### src/include/rtcca_defines.vh
`ifndef RTCCA_DEFINES_VH
`define RTCCA_DEFINES_VH

// Register offsets on the I/O bus
`define RTCCA_OFS_DAY    16'h00E4
`define RTCCA_OFS_MONTH  16'h00E5
`define RTCCA_OFS_YEAR   16'h00E6
`define RTCCA_OFS_HUNDR  16'h00E7
`define RTCCA_OFS_ALM_S  16'h00E8
`define RTCCA_OFS_ALM_M  16'h00E9

// Control register field positions
`define RTCCA_CTRL_UNLOCK 0
`define RTCCA_CTRL_BCD_EN 5

// Count limits in binary
`define RTCCA_DAY_MIN    8'h01
`define RTCCA_MONTH_MIN  8'h01
`define RTCCA_MONTH_MAX  8'h0C
`define RTCCA_YEAR_MIN   8'h00
`define RTCCA_YEAR_MAX   8'h63

// Value read at an unmapped address
`define RTCCA_UNMAPPED   8'h00

`endif

### src/logic/rtcca_digit_inc.v
`timescale 1ns/10ps
`default_nettype none

// One calendar field: decodes its value and forms the incremented value with wrap
module rtcca_digit_inc (
  // Field value and format
  input  wire [7:0] val,
  input  wire       bcd,
  // Limits in binary
  input  wire [7:0] min_bin,
  input  wire [7:0] max_bin,
  // Results
  output wire [7:0] val_bin,
  output wire [7:0] next_val,
  output wire       wrap
);

  // Packed BCD to binary
  function [7:0] bcd2bin;
    input [7:0] v;
    begin
      bcd2bin = {4'h0, v[7:4]} * 8'h0A + {4'h0, v[3:0]};
    end
  endfunction

  // Binary (0..99) to packed BCD
  function [7:0] bin2bcd;
    input [7:0] v;
    reg   [7:0] t;
    begin
      t = v / 8'h0A;
      bin2bcd = {t[3:0], 4'h0} | (v - t * 8'h0A);
    end
  endfunction

  wire [7:0] inc_bin;

  // Decode, compare against the limit and re-encode
  assign val_bin  = bcd ? bcd2bin(val) : val;
  assign wrap     = (val_bin >= max_bin);
  assign inc_bin  = wrap ? min_bin : val_bin + 8'h01;
  assign next_val = bcd ? bin2bcd(inc_bin) : inc_bin;

endmodule // rtcca_digit_inc

`default_nettype wire

### src/logic/rtcca_month_len.v
`timescale 1ns/10ps
`default_nettype none

// Last day of the current month, leap years included
module rtcca_month_len (
  // Binary month, year and hundred-year counts
  input  wire [7:0] month_bin,
  input  wire [7:0] year_bin,
  input  wire [7:0] hundr_bin,
  // Last valid day, binary
  output reg  [7:0] last_day
);

  wire leap;

  // Year 00 is a leap year only when the hundred-year count is a multiple of four
  assign leap = (year_bin[1:0] == 2'b00) &&
                ((year_bin != 8'h00) || (hundr_bin[1:0] == 2'b00));

  // Month length table
  always @* begin
    case (month_bin)
      8'h02:   last_day = leap ? 8'h1D : 8'h1C;
      8'h04,
      8'h06,
      8'h09,
      8'h0B:   last_day = 8'h1E;
      default: last_day = 8'h1F;
    endcase
  end

endmodule // rtcca_month_len

`default_nettype wire

### src/logic/rtcca_top.v
`timescale 1ns/10ps
`default_nettype none
`include "rtcca_defines.vh"

// Calendar counts and alarm second/minute targets of the real-time clock
module rtcca_top (
  // Clock and reset
  input  wire        clk,
  input  wire        rst,
  // I/O register bus
  input  wire [15:0] io_addr,
  input  wire        io_wr,
  input  wire        io_rd,
  input  wire [7:0]  io_wdata,
  output reg  [7:0]  io_rdata,
  output wire        io_hit,
  // Control register contents and alarm enables
  input  wire [7:0]  ctrl_reg,
  input  wire        alm_s_en,
  input  wire        alm_m_en,
  // Time-of-day side
  input  wire        count_tick,
  input  wire        day_carry,
  input  wire [7:0]  sec_count,
  input  wire [7:0]  min_count,
  // Compare and carry outputs
  output reg         alarm_s_match,
  output reg         alarm_m_match,
  output reg         alarm_sm_match,
  output reg         hundr_carry
);

  localparam NF = 4;

  // Register storage, no reset on purpose except unlock_q
  reg  [7:0] day_of_month_count;
  reg  [7:0] month_count;
  reg  [7:0] year_count;
  reg  [7:0] hundred_year_count;
  reg  [7:0] alarm_s_target;
  reg  [7:0] alarm_m_target;
  reg        unlock_q;

  wire       unlock;
  wire       bcd_en;
  wire       relock;
  wire       day_adv;
  wire [7:0] last_day;

  // Per-field vectors, index 0 day .. 3 hundred-year
  wire [8*NF-1:0] cur_v;
  wire [8*NF-1:0] min_v;
  wire [8*NF-1:0] max_v;
  wire [8*NF-1:0] bin_v;
  wire [8*NF-1:0] nxt_v;
  wire [NF-1:0]   wrap_v;
  wire [NF-1:0]   adv_v;

  // Control fields
  assign unlock = ctrl_reg[`RTCCA_CTRL_UNLOCK];
  assign bcd_en = ctrl_reg[`RTCCA_CTRL_BCD_EN];
  assign relock = unlock_q & ~unlock;

  // Address decode
  function is_ofs;
    input [15:0] a;
    input [15:0] o;
    begin
      is_ofs = (a == o);
    end
  endfunction

  assign io_hit = is_ofs(io_addr, `RTCCA_OFS_DAY)   | is_ofs(io_addr, `RTCCA_OFS_MONTH) |
                  is_ofs(io_addr, `RTCCA_OFS_YEAR)  | is_ofs(io_addr, `RTCCA_OFS_HUNDR) |
                  is_ofs(io_addr, `RTCCA_OFS_ALM_S) | is_ofs(io_addr, `RTCCA_OFS_ALM_M);

  // Field inputs and limits
  assign cur_v = {hundred_year_count, year_count, month_count, day_of_month_count};
  assign min_v = {`RTCCA_YEAR_MIN, `RTCCA_YEAR_MIN, `RTCCA_MONTH_MIN, `RTCCA_DAY_MIN};
  assign max_v = {`RTCCA_YEAR_MAX, `RTCCA_YEAR_MAX, `RTCCA_MONTH_MAX, last_day};

  // Counting only while locked
  assign day_adv = day_carry & ~unlock;

  // Carry chain and per-field increment
  genvar g;
  generate
    for (g = 0; g < NF; g = g + 1) begin : g_field
      if (g == 0) begin : g_first
        assign adv_v[g] = day_adv;
      end else begin : g_rest
        assign adv_v[g] = adv_v[g-1] & wrap_v[g-1];
      end
      rtcca_digit_inc u_inc (
        .val      (cur_v[8*g +: 8]),
        .bcd      (bcd_en),
        .min_bin  (min_v[8*g +: 8]),
        .max_bin  (max_v[8*g +: 8]),
        .val_bin  (bin_v[8*g +: 8]),
        .next_val (nxt_v[8*g +: 8]),
        .wrap     (wrap_v[g])
      );
    end
  endgenerate

  // Month length from the decoded counts
  rtcca_month_len u_mlen (
    .month_bin (bin_v[15:8]),
    .year_bin  (bin_v[23:16]),
    .hundr_bin (bin_v[31:24]),
    .last_day  (last_day)
  );

  // Calendar counts: CPU write while unlocked, else advance on carry
  always @(posedge clk) begin
    if (io_wr && unlock) begin
      if (is_ofs(io_addr, `RTCCA_OFS_DAY))
        day_of_month_count <= io_wdata;
      if (is_ofs(io_addr, `RTCCA_OFS_MONTH))
        month_count <= io_wdata;
      if (is_ofs(io_addr, `RTCCA_OFS_YEAR))
        year_count <= io_wdata;
      if (is_ofs(io_addr, `RTCCA_OFS_HUNDR))
        hundred_year_count <= io_wdata;
    end else begin
      if (adv_v[0])
        day_of_month_count <= nxt_v[7:0];
      if (adv_v[1])
        month_count <= nxt_v[15:8];
      if (adv_v[2])
        year_count <= nxt_v[23:16];
      if (adv_v[3])
        hundred_year_count <= nxt_v[31:24];
    end
  end

  // Alarm targets: writable at any time, untouched by reset
  always @(posedge clk) begin
    if (io_wr && is_ofs(io_addr, `RTCCA_OFS_ALM_S))
      alarm_s_target <= io_wdata;
    if (io_wr && is_ofs(io_addr, `RTCCA_OFS_ALM_M))
      alarm_m_target <= io_wdata;
  end

  // Read data, registered; unmapped addresses read as zero
  always @(posedge clk) begin
    if (rst) begin
      io_rdata <= 8'h00;
    end else if (io_rd) begin
      case (1'b1)
        is_ofs(io_addr, `RTCCA_OFS_DAY):   io_rdata <= day_of_month_count;
        is_ofs(io_addr, `RTCCA_OFS_MONTH): io_rdata <= month_count;
        is_ofs(io_addr, `RTCCA_OFS_YEAR):  io_rdata <= year_count;
        is_ofs(io_addr, `RTCCA_OFS_HUNDR): io_rdata <= hundred_year_count;
        is_ofs(io_addr, `RTCCA_OFS_ALM_S): io_rdata <= alarm_s_target;
        is_ofs(io_addr, `RTCCA_OFS_ALM_M): io_rdata <= alarm_m_target;
        default:                           io_rdata <= `RTCCA_UNMAPPED;
      endcase
    end
  end

  // Unlock history for the relock edge
  always @(posedge clk) begin
    if (rst)
      unlock_q <= 1'b0;
    else
      unlock_q <= unlock;
  end

  // Alarm compare on every increment and on relock
  always @(posedge clk) begin
    if (rst) begin
      alarm_s_match  <= 1'b0;
      alarm_m_match  <= 1'b0;
      alarm_sm_match <= 1'b0;
    end else if ((count_tick && !unlock) || relock) begin
      alarm_s_match  <= alm_s_en && (sec_count == alarm_s_target);
      alarm_m_match  <= alm_m_en && (min_count == alarm_m_target);
      alarm_sm_match <= (alm_s_en || alm_m_en) &&
                        (!alm_s_en || (sec_count == alarm_s_target)) &&
                        (!alm_m_en || (min_count == alarm_m_target));
    end
  end

  // Hundred-year wrap pulse
  always @(posedge clk) begin
    if (rst)
      hundr_carry <= 1'b0;
    else
      hundr_carry <= adv_v[3] & wrap_v[3] & ~(io_wr & unlock);
  end

endmodule // rtcca_top

`default_nettype wire

### config.mk
export PLATFORM = sky130hd
export DESIGN_NAME = rtcca_top
export DESIGN_NICKNAME = d
export VERILOG_FILES = /design/src/logic/rtcca_digit_inc.v /design/src/logic/rtcca_month_len.v /design/src/logic/rtcca_top.v
export VERILOG_INCLUDE_DIRS = /design/src /design/src/include
export SDC_FILE = /design/constraint.sdc
export NUM_CORES = 1
export LEC_CHECK = 0
export ABC_AREA = 1
export BUFFER_PORTS_ARGS = -buffer_cell sky130_fd_sc_hd__buf_4
export CAP_MARGIN = 20
export CORE_MARGIN = 1
export CORE_UTILIZATION = 45
export DETAILED_ROUTE_END_ITERATION = 8
export HOLD_SLACK_MARGIN = 0.15
export PLACE_DENSITY = 0.62
export SETUP_SLACK_MARGIN = 0.3
export SLEW_MARGIN = 20
export SYNTH_ARGS = -nofsm -noshare
export SYNTH_HDL_FRONTEND = slang
export SYNTH_SLANG_ARGS = --single-unit
### constraint.sdc
create_clock -name clk -period 18.9 [get_ports clk]
set_clock_uncertainty 0.05 [all_clocks]
set_input_delay 1.89 -clock clk [delete_from_list [all_inputs] [get_ports clk]]
set_output_delay 1.89 -clock clk [all_outputs]
set_load 0.01 [all_outputs]
== Yosys cells after proc, flatten, opt, wreduce, memory -nomap -nowiden ==
Cells that the tools add are included.

* $lt $le $gt $ge: 4
* Multipliers: 8
* Mux-type cells: 32
* $add $sub $neg: 12
* Equality and inequality tests: 17
* Div/mod/pow operators: 4
* Bitwise logic cells: 19
* Reduce and logical (&&, ||, !) cells: 29

{| class="wikitable"
|+ Operators by type and width
! cell !! number
|-
| 8-bit two-way mux || 30
|-
| 16-bit by 8-bit equality test with 1-bit output, second input constant || 6
|-
| 8-bit by 1-bit adder with 8-bit output, second input constant || 4
|-
| 8-bit by 4-bit adder with 8-bit output || 4
|-
| 8-bit by 4-bit divider with 8-bit output, second input constant || 4
|-
| 8-bit by 3-bit multiplier with 7-bit output, second input constant || 4
|-
| 8-bit bitwise OR || 4
|-
| 8-bit subtractor || 4
|-
| 4-bit by 3-bit multiplier with 7-bit output, second input constant || 4
|-
| 8-bit by 3-bit equality test with 1-bit output, second input constant || 2
|-
| 8-bit by 4-bit equality test with 1-bit output, second input constant || 2
|-
| 8-bit equality test || 2
|-
| 8-bit by 7-bit greater-or-equal comparator with 1-bit output, second input constant || 2
|-
| 8-bit one-hot mux with 2 select lines || 1
|-
| 1-bit logical AND || 9
|-
| 1-bit bitwise AND || 8
|-
| 8-bit by 2-bit equality test with 1-bit output, second input constant || 1
|-
| 8-bit by 4-bit greater-or-equal comparator with 1-bit output, second input constant || 1
|-
| 8-bit greater-or-equal comparator || 1
|-
| 2-bit AND reduction || 4
|-
| 2-bit nonzero test || 4
|-
| 8-bit nonzero test || 1
|-
| 2-bit by 1-bit inequality test with 1-bit output, second input constant || 3
|-
| 1-bit logical OR || 5
|-
| other kinds (7) || 15
|}

* Output and inout bits: 13
* Input bits: 56
* Flip-flop bits (word level): 61

== Logic depth before layout (Yosys ltp) ==
Gate-level depths: netlist of run 1.

* Word-level depth: 17
* Mapped depth: 41
* Gate-level depth less buffers: 41

== By module ==
A second synthesis of run 1 with hierarchy kept.

* Cell total of the unflattened synthesis: 1547
* Area, all modules: 10562.6 um^2

{| class="wikitable"
|+ By module, submodules not included
! module !! cells each !! area an instance (um^2) !! seq. area each (um^2) !! instances
|-
| rtcca_digit_inc at g_field[0].u_inc ... || 283 || 1819.2 || 0.0 || 3
|-
| rtcca_top || 379 || 3174.3 || 1701.6 || 1
|-
| rtcca_digit_inc at g_field[3].u_inc || 282 || 1752.9 || 0.0 || 1
|-
| rtcca_month_len || 37 || 177.7 || 0.0 || 1
|}

== Worst setup path after synthesis of run 1 ==
Ideal clock, no wire load.

* Path kind: input to register
* Start point: input port ctrl_reg[5]
* End point: register day_of_month_count[6] (data pin)
* Stages on the path: 35
* Buffers on the path: 4
* Setup time: 0.269 ns
* Arrival: 6.953 ns
* Setup slack: 11.628 ns
* Path through: buf_4 > buf_6 > buf_4 > clkbuf_1 > o21ai_0 > ha_1 > nor4b_1 > and2_1 > a21oi_1 > ha_1 > o21ai_0 > a21oi_1 > a21oi_1 > nand2_1 > nor2_2 > nand2_1 > o21ai_2 > inv_1 > ha_1 > nand2_1 > nand2_1 > inv_1 > nand2_1 > nand2_1 > ha_1 > ha_1 > inv_1 > fa_1 > ha_1 > inv_1 > nor2_1 > nor2_1 > xnor2_1 > o21ai_0 > o21ai_0

* Cells in the longest elaborated chain, start to end: 15
* Elaborated cells between the ends (all ways): 27
* Those cells by class: add/sub: 2; mul: 1; div: 1; order compare: 1; eq/ne: 5; mux: 10; bitwise: 1; reduce/logical: 6

{| class="wikitable"
|+ Ends and longest elaborated chain
! element !! line !! RTL
|-
| start, declared || rtcca_top.v:18 || <nowiki>input wire [7:0] ctrl_reg,</nowiki>
|-
| 8-bit two-way mux || rtcca_digit_inc.v:39 || <nowiki>assign val_bin = bcd ? bcd2bin(val) : val;</nowiki>
|-
| 8-bit nonzero test or 2-bit logical NOT (tied branches) || rtcca_month_len.v:18 || <nowiki>((year_bin != 8'h00) || (hundr_bin[1:0] == 2'b00));</nowiki>
|-
| 1-bit logical OR || rtcca_month_len.v:18 ||
|-
| 1-bit logical AND || rtcca_month_len.v:17 || <nowiki>assign leap = (year_bin[1:0] == 2'b00) &&</nowiki>
|-
| 1-bit two-way mux || rtcca_month_len.v:23 || <nowiki>8'h02: last_day = leap ? 8'h1D : 8'h1C;</nowiki>
|-
| 8-bit one-hot mux with 2 select lines || rtcca_month_len.v:22 || <nowiki>case (month_bin)</nowiki>
|-
| 8-bit greater-or-equal comparator || rtcca_digit_inc.v:40 || <nowiki>assign wrap = (val_bin >= max_bin);</nowiki>
|-
| 8-bit two-way mux || rtcca_digit_inc.v:41 || <nowiki>assign inc_bin = wrap ? min_bin : val_bin + 8'h01;</nowiki>
|-
| 8-bit by 4-bit divider with 8-bit output || rtcca_digit_inc.v:31 || <nowiki>t = v / 8'h0A;</nowiki>
|-
| 8-bit by 3-bit multiplier with 7-bit output || rtcca_digit_inc.v:32 || <nowiki>bin2bcd = {t[3:0], 4'h0} | (v - t * 8'h0A);</nowiki>
|-
| 8-bit subtractor || rtcca_digit_inc.v:32 ||
|-
| 8-bit bitwise OR || rtcca_digit_inc.v:32 ||
|-
| 8-bit two-way mux (*) || rtcca_digit_inc.v:42 || <nowiki>assign next_val = bcd ? bin2bcd(inc_bin) : inc_bin;</nowiki>
|-
| 8-bit two-way mux (*) || rtcca_top.v:126 || <nowiki>if (adv_v[0])</nowiki>
|-
| 8-bit two-way mux (*) || rtcca_top.v:116 || <nowiki>if (io_wr && unlock) begin</nowiki>
|-
| end signal, assigned || rtcca_top.v:118 || <nowiki>day_of_month_count <= io_wdata;</nowiki>
|-
| end signal, assigned || rtcca_top.v:127 || <nowiki>day_of_month_count <= nxt_v[7:0];</nowiki>
|-
| end, declared || rtcca_top.v:36 || <nowiki>reg [7:0] day_of_month_count;</nowiki>
|}

Every way passes the cells marked *; elsewhere a longest branch is shown, timed or not. The select of a mux whose other input is x is not followed.
A chain may end at the register's enable or synchronous reset.

== Final worst setup path of run 1 ==
* Start point: input port ctrl_reg[5]
* End point: register day_of_month_count[7] (data pin)

Same word-level chain as after synthesis.

==> flow_summary.json, run 1 <==
{
  "grt_usage": 0.242,
  "post_cts_buffers": 0,
  "avgSynthCellArea_um2": 7.37,
  "hold_violations": 0,
  "wl_per_cell_um": 15.2,
  "rsz0062_at_grt": "false",
  "async_flop_share": 0,
  "cp_data_arrival_time_ns": 8.30,
  "die_w_um": 128,
  "required_ns": 18.92,
  "clkTransAtPathRegs_ns": 0.05,
  "power.density_nw_per_um2": 143,
  "leakage_nw": 3.93,
  "grt_pass1_wl_mm": 30.2,
  "fmax_mhz": 121,
  "vias_per_cell": 5.26,
  "antenna_found_initial": 0,
  "grt_overflow": 0,
  "cp-start-kind": "primary input",
  "drv_slew": 0,
  "slowest_delay_ns": 0.52,
  "port_buffers": 62,
  "cp_slowest_cell": "inv_2",
  "dr_wl_met3_mm": 1.03,
  "rows": 45,
  "syn_area_um2": 7120,
  "period_needed_ns": 8.28,
  "cts.sinks": 61,
  "layout-drive-gt1-share": 0.122,
  "wirelength_mm": 19.1,
  "h-tree-depth": 3,
  "grt_pass1_vias": 5986,
  "ir_drop_uv": 95.4,
  "ant_nets": 0,
  "cts-root-buf": "clkbuf_16",
  "post_cts_resize_count": 0,
  "seqCellArea_um2": 1700,
  "routedLengthMet1_mm": 9.35,
  "finalNonFillerCells": 1255,
  "holdBufCountCts": 0,
  "hpwl_mm": 15.3,
  "cap_viol_max_count": 0,
  "nNetsFinal": 1197,
  "cp_common_cell": "nand2_1",
  "maxSlewHeadroom": 0.359,
  "start_util": 0.465,
  "finalCoreUtilization": 0.531,
  "min_period_over_period": 0.438,
  "top_layer": "met4",
  "syn_to_final_growth_pct": 14.3,
  "die_h_um": 128,
  "crit_buf_inv": 8,
  "worstSkewPairLatency_ns": 0.35,
  "vias": 6597,
  "remaining_drc_errors": 0,
  "synthFlopType": "edfxtp_1",
  "ys_warn_count": 0,
  "syn_inst": 966,
  "ys_seq_elements": 61,
  "design_power_total_mw": 1.16,
  "hold_class": "reg -> reg",
  "route.met2.wl_mm": 8.20,
  "numCtsBuffers": 9,
  "io_pins": 69,
  "critPathTopFamily": "compound AO/OA/AOI/OAI gates",
  "grt_max_degree": 35,
  "drt_iter0_markers": 449,
  "first_pass_iters": 5,
  "ys_types": 58,
  "cts_tree": "done",
  "crit_fanout": 34,
  "end_kind": "register",
  "coreArea_um2": 15300,
  "status": "completed",
  "multiInputGateArea_um2": 4800,
  "clock_path_buffers": 2,
  "dieArea_um2": 16300,
  "synth_edf_count": 48,
  "n_antenna_cell": 0,
  "seq_area_frac_synth": 0.239,
  "place_congestion": 0.903,
  "fillers": 1527,
  "finalSetupTns_ns": 0,
  "critical_path_class": "in -> reg",
  "finalSetupViolations": 0,
  "worst_slew_pin_slew_ns": 0.961,
  "dp_cells": 1239
}
==> power by group <==
part / switching, mW / internal, mW / leakage, nW
registers: 0.0146 / 0.171 / 0.548
clock network: 0.0629 / 0.105 / 0.142
logic: 0.486 / 0.321 / 3.24
total: 0.563 / 0.597 / 3.93
==> stage by stage <==
stage / area [µm²] / hold WS, ns / worst slack, ns
floorplan: 7170 / 0.440 / 11.63
global placement: 7840 / 0.410 / 10.26
detailed placement: 7840 / 0.412 / 10.28
CTS: 8140 / 0.422 / 10.62
global route: 8140 / 0.442 / 10.07
finish: 8140 / 0.417 / 10.62
==> cells by family after synthesis <==
family	Yosys count	synth area share
AO/OA/AOI/OAI	164	0.141
XOR/XNOR	51	0.0657
adder cells (fa/ha/maj)	102	0.196
buffers and inverters	172	0.0940
flip-flops	61	0.239
other	2	0.00106
AND/OR/NAND/NOR	414	0.263
==> Yosys cell counts (5+ instances only) <==
cell type,n,area [µm²]
nand2_1,216,811
inv_2,6,22.5
nand3_1,74,370
dfxtp_1,13,260
nor4_1,5,31.3
o211ai_1,6,45.0
fa_1,16,320
nor3_1,8,40.0
o221ai_1,9,78.8
nor2_1,55,206
nand4_1,14,87.6
nand2_2,11,68.8
edfxtp_1,48,1440
xor2_1,23,201
o21ai_1,9,45.0
xnor2_1,26,228
nor2_2,6,37.5
clkbuf_1,11,41.3
o21ai_0,54,270
nand3_2,7,70.1
inv_1,147,552
o2111ai_1,9,78.8
a21oi_1,48,240
ha_1,86,1080
==> worst paths after layout <==
check / depth (start not counted) / to / from / slack (ns)
setup / recovery: 35 / day_of_month_count[7]$_DFFE_PP_ / ctrl_reg[5] / 10.62
hold reg to reg: 2 / io_rdata[4]$_SDFFE_PP0P_ / io_rdata[4]$_SDFFE_PP0P_ / 0.42
hold / removal: 2 / io_rdata[4]$_SDFFE_PP0P_ / io_rdata[4]$_SDFFE_PP0P_ / 0.42
setup reg to reg: 35 / day_of_month_count[7]$_DFFE_PP_ / year_count[5]$_DFFE_PP_ / 11.61
==> worst reg2reg max path, delay by kind of cell, from the launching register on <==
kind                     cells  cell delay [ns]
AO/OA/AOI/OAI               10             1.74
AND/OR/NAND/NOR              8             0.89
flip-flops                   1             0.49
XOR/XNOR                     3             0.70
adder cells (fa/ha/maj)      9             2.66
buffers and inverters        5             0.47
==> per-layer routing <==
metal  vias to the layer above  global-route usage
met2                       187               0.380
met1                      3003               0.336
li1                       3376                   -
met5                         -                   0
met3                        31              0.0371
met4                         0              0.0851
==> flip-flops by register name, indices dropped and copies added (netlist names) <==
signal / cells
year_count: 8
month_count: 8
io_rdata: 8
alarm_s_target: 8
alarm_m_match: 1
day_of_month_count: 8
hundr_carry: 1
alarm_m_target: 8
alarm_sm_match: 1
alarm_s_match: 1
unlock_q: 1
hundred_year_count: 8
==> layout by cell type, fill, tap and decap left out, types with 4 or more instances in the layout <==
cell type,count
nand3_1,74
fa_1,16
inv_2,6
o221ai_1,9
nand2_2,11
inv_1,147
nor4_1,5
nor2_1,55
a21oi_1,48
conb_1,16
nand4_1,14
xnor2_1,26
dfxtp_1,13
edfxtp_1,48
nor2_2,6
nand3_2,7
or2_2,4
o21ai_0,54
xor2_1,23
ha_1,86
buf_4,65
nor3_1,8
o21ai_2,4
o2111ai_1,9
o22ai_1,4
clkbuf_16,9
o21ai_1,9
nand2_1,216
o211ai_1,6
==> area by class of cell <==
type	count	area share
well taps	211	0.0324
repair buffers	65	0.0600
inverters	155	0.0715
clock buffers	10	0.0294
multi-input cells	747	0.590
clock inverters	6	0.00769
flip-flops and latches	61	0.209
Note: power is estimated with default switching activity, not from simulation.
==> run 2, diff against run 1 <==
Settings changed: PLACE_DENSITY 0.62 to 0.65.
Clock period 18.9 ns to 7.18 ns, I/O delays scaled along.
==> flow_summary.json, run 2 (same netlist as run 1, synthesis figures left out) <==
{
  "status": "completed",
  "grt_overflow": 0,
  "holdBufCountCts": 0,
  "rsz0062_at_grt": "false",
  "finalSetupViolations": 0,
  "p_int_mw": 1.57,
  "final_cell_area_um2": 8330,
  "cp_common_cell": "ha_1",
  "maxSlewHeadroom": 0.462,
  "postPlaceCellArea_um2": 7880,
  "multiInputGateArea_um2": 4880,
  "numCtsBuffers": 9,
  "hpwl_mm": 15.5,
  "grt_pass1_vias": 6218,
  "io_pins": 69,
  "critical_path_class": "reg -> reg",
  "ir_drop_uv": 286,
  "drt_iter0_markers": 529,
  "clock_path_buffers": 2,
  "vias_per_cell": 5.23,
  "die_w_um": 128,
  "final_common_cell": "nand2_1",
  "die_h_um": 128,
  "nNetsFinal": 1215,
  "antenna_found_initial": 0,
  "finalNonFillerCells": 1273,
  "p_sw_mw": 1.51,
  "vias": 6662,
  "clkPwrFrac": 0.131,
  "seqCellArea_um2": 1700,
  "switching_share": 0.490,
  "drv_slew": 0,
  "dp_cells": 1245,
  "place_congestion": 0.905,
  "combPwrFrac": 0.713,
  "period_needed_ns": 6.53,
  "cts-root-buf": "clkbuf_16",
  "layout-drive-gt1-share": 0.153,
  "hold_class": "reg -> reg",
  "cts.sinks": 61,
  "finalSetupTns_ns": 0,
  "clkTransAtPathRegs_ns": 0.06,
  "grt_usage": 0.244,
  "finalCoreUtilization": 0.544,
  "wl_per_cell_um": 15.2,
  "hold_ws_ns": 0.417,
  "power.density_nw_per_um2": 370,
  "first_pass_iters": 5,
  "remaining_drc_errors": 0,
  "wirelength_mm": 19.4,
  "rows": 45,
  "ff2ff_path_depth": 38,
  "crit_fanout": 5,
  "fmax_mhz": 153,
  "seqPwrFrac": 0.156,
  "syn_to_final_growth_pct": 17.0,
  "required_ns": 7.20,
  "setup_slack_ns": 0.653,
  "start_util": 0.465,
  "ant_nets": 0,
  "fillers": 1510,
  "grt_pass1_wl_mm": 30.8,
  "port_buffers": 62,
  "coreArea_um2": 15300,
  "hold_violations": 0,
  "worst_slew_pin_slew_ns": 0.807,
  "h-tree-depth": 3,
  "cp_data_arrival_time_ns": 6.54,
  "design_power_total_mw": 3.08,
  "n_antenna_cell": 0,
  "end_kind": "register",
  "leakage_nw": 4.01,
  "layout_common_cells": "nand2_1 (214), inv_1 (144), ha_1 (85)",
  "pre_cts_slack_ns": 0.303,
  "grt_max_degree": 35,
  "dieArea_um2": 16300,
  "min_period_over_period": 0.909,
  "cts_tree": "done",
  "worstSkewPairLatency_ns": 0.34,
  "cp-start-kind": "register",
  "cap_viol_max_count": 0,
  "min_path_cells": 2,
  "slowest_delay_ns": 0.53,
  "cp_slowest_cell": "fa_2"
}
==> run 2: cell types whose count changed in the layout (fill, tap and decap cells not counted), sizes merged <==
cell	before	now
buf	65	83
bufinv	1	0
clkbuf	10	11
clkinvlp	2	3
clkinv	5	4
==> run 2: repair_timing <==
action                     in CTS  in global routing
buffers inserted                0                 12
pin swaps                       0                 11
setup endpoints to repair       2                  4
resized for setup               1                 22
==> run 2: final timing paths <==
path,start,end,slack (ns)
worst min-delay path,io_rdata[3]$_SDFFE_PP0P_,io_rdata[3]$_SDFFE_PP0P_,0.42
worst max register to register,month_count[7]$_DFFE_PP_,day_of_month_count[6]$_DFFE_PP_,0.65
worst max-delay path,month_count[7]$_DFFE_PP_,day_of_month_count[6]$_DFFE_PP_,0.65
worst min register to register,io_rdata[3]$_SDFFE_PP0P_,io_rdata[3]$_SDFFE_PP0P_,0.42
==> run 2: layer usage <==
| metal | up-vias | routed length (µm) | GRT usage |
|---|---|---|---|
| li1 | 3412 | - | - |
| met1 | 3016 | 8970 | 0.329 |
| met2 | 210 | 8790 | 0.405 |
| met3 | 24 | 1330 | 0.0455 |
| met4 | 0 | 301 | 0.0547 |
| met5 | - | 0 | 0 |
==> run 2: critical path, delay by kind of cell, from the launching register on <==
kind / cells / cell delay [ns]
flops: 1 / 0.41
xor+xnor: 2 / 0.26
simple gates: 13 / 1.46
compound gates: 9 / 1.08
fa+ha+maj: 9 / 2.68
buf+inv: 5 / 0.29
==> run 2: final cells by class <==
cell class,count,area share
timing repair buffer,83,0.0748
clock buffer,11,0.0292
sequential,61,0.204
multi-input combinational,747,0.586
tap,211,0.0317
clock inverter,5,0.00436
inverter,155,0.0699
==> run 2: power by group through the flow <==
stage / clock network, mW / logic, mW / registers (mW)
2_1_floorplan: 0 / 1.71 / 0.480
3_3_place_gp: 0 / 2.10 / 0.492
3_5_place_dp: 0 / 2.14 / 0.493
4_1_cts: 0.404 / 2.15 / 0.486
5_1_grt: 0.420 / 2.50 / 0.487
6_report: 0.403 / 2.20 / 0.483
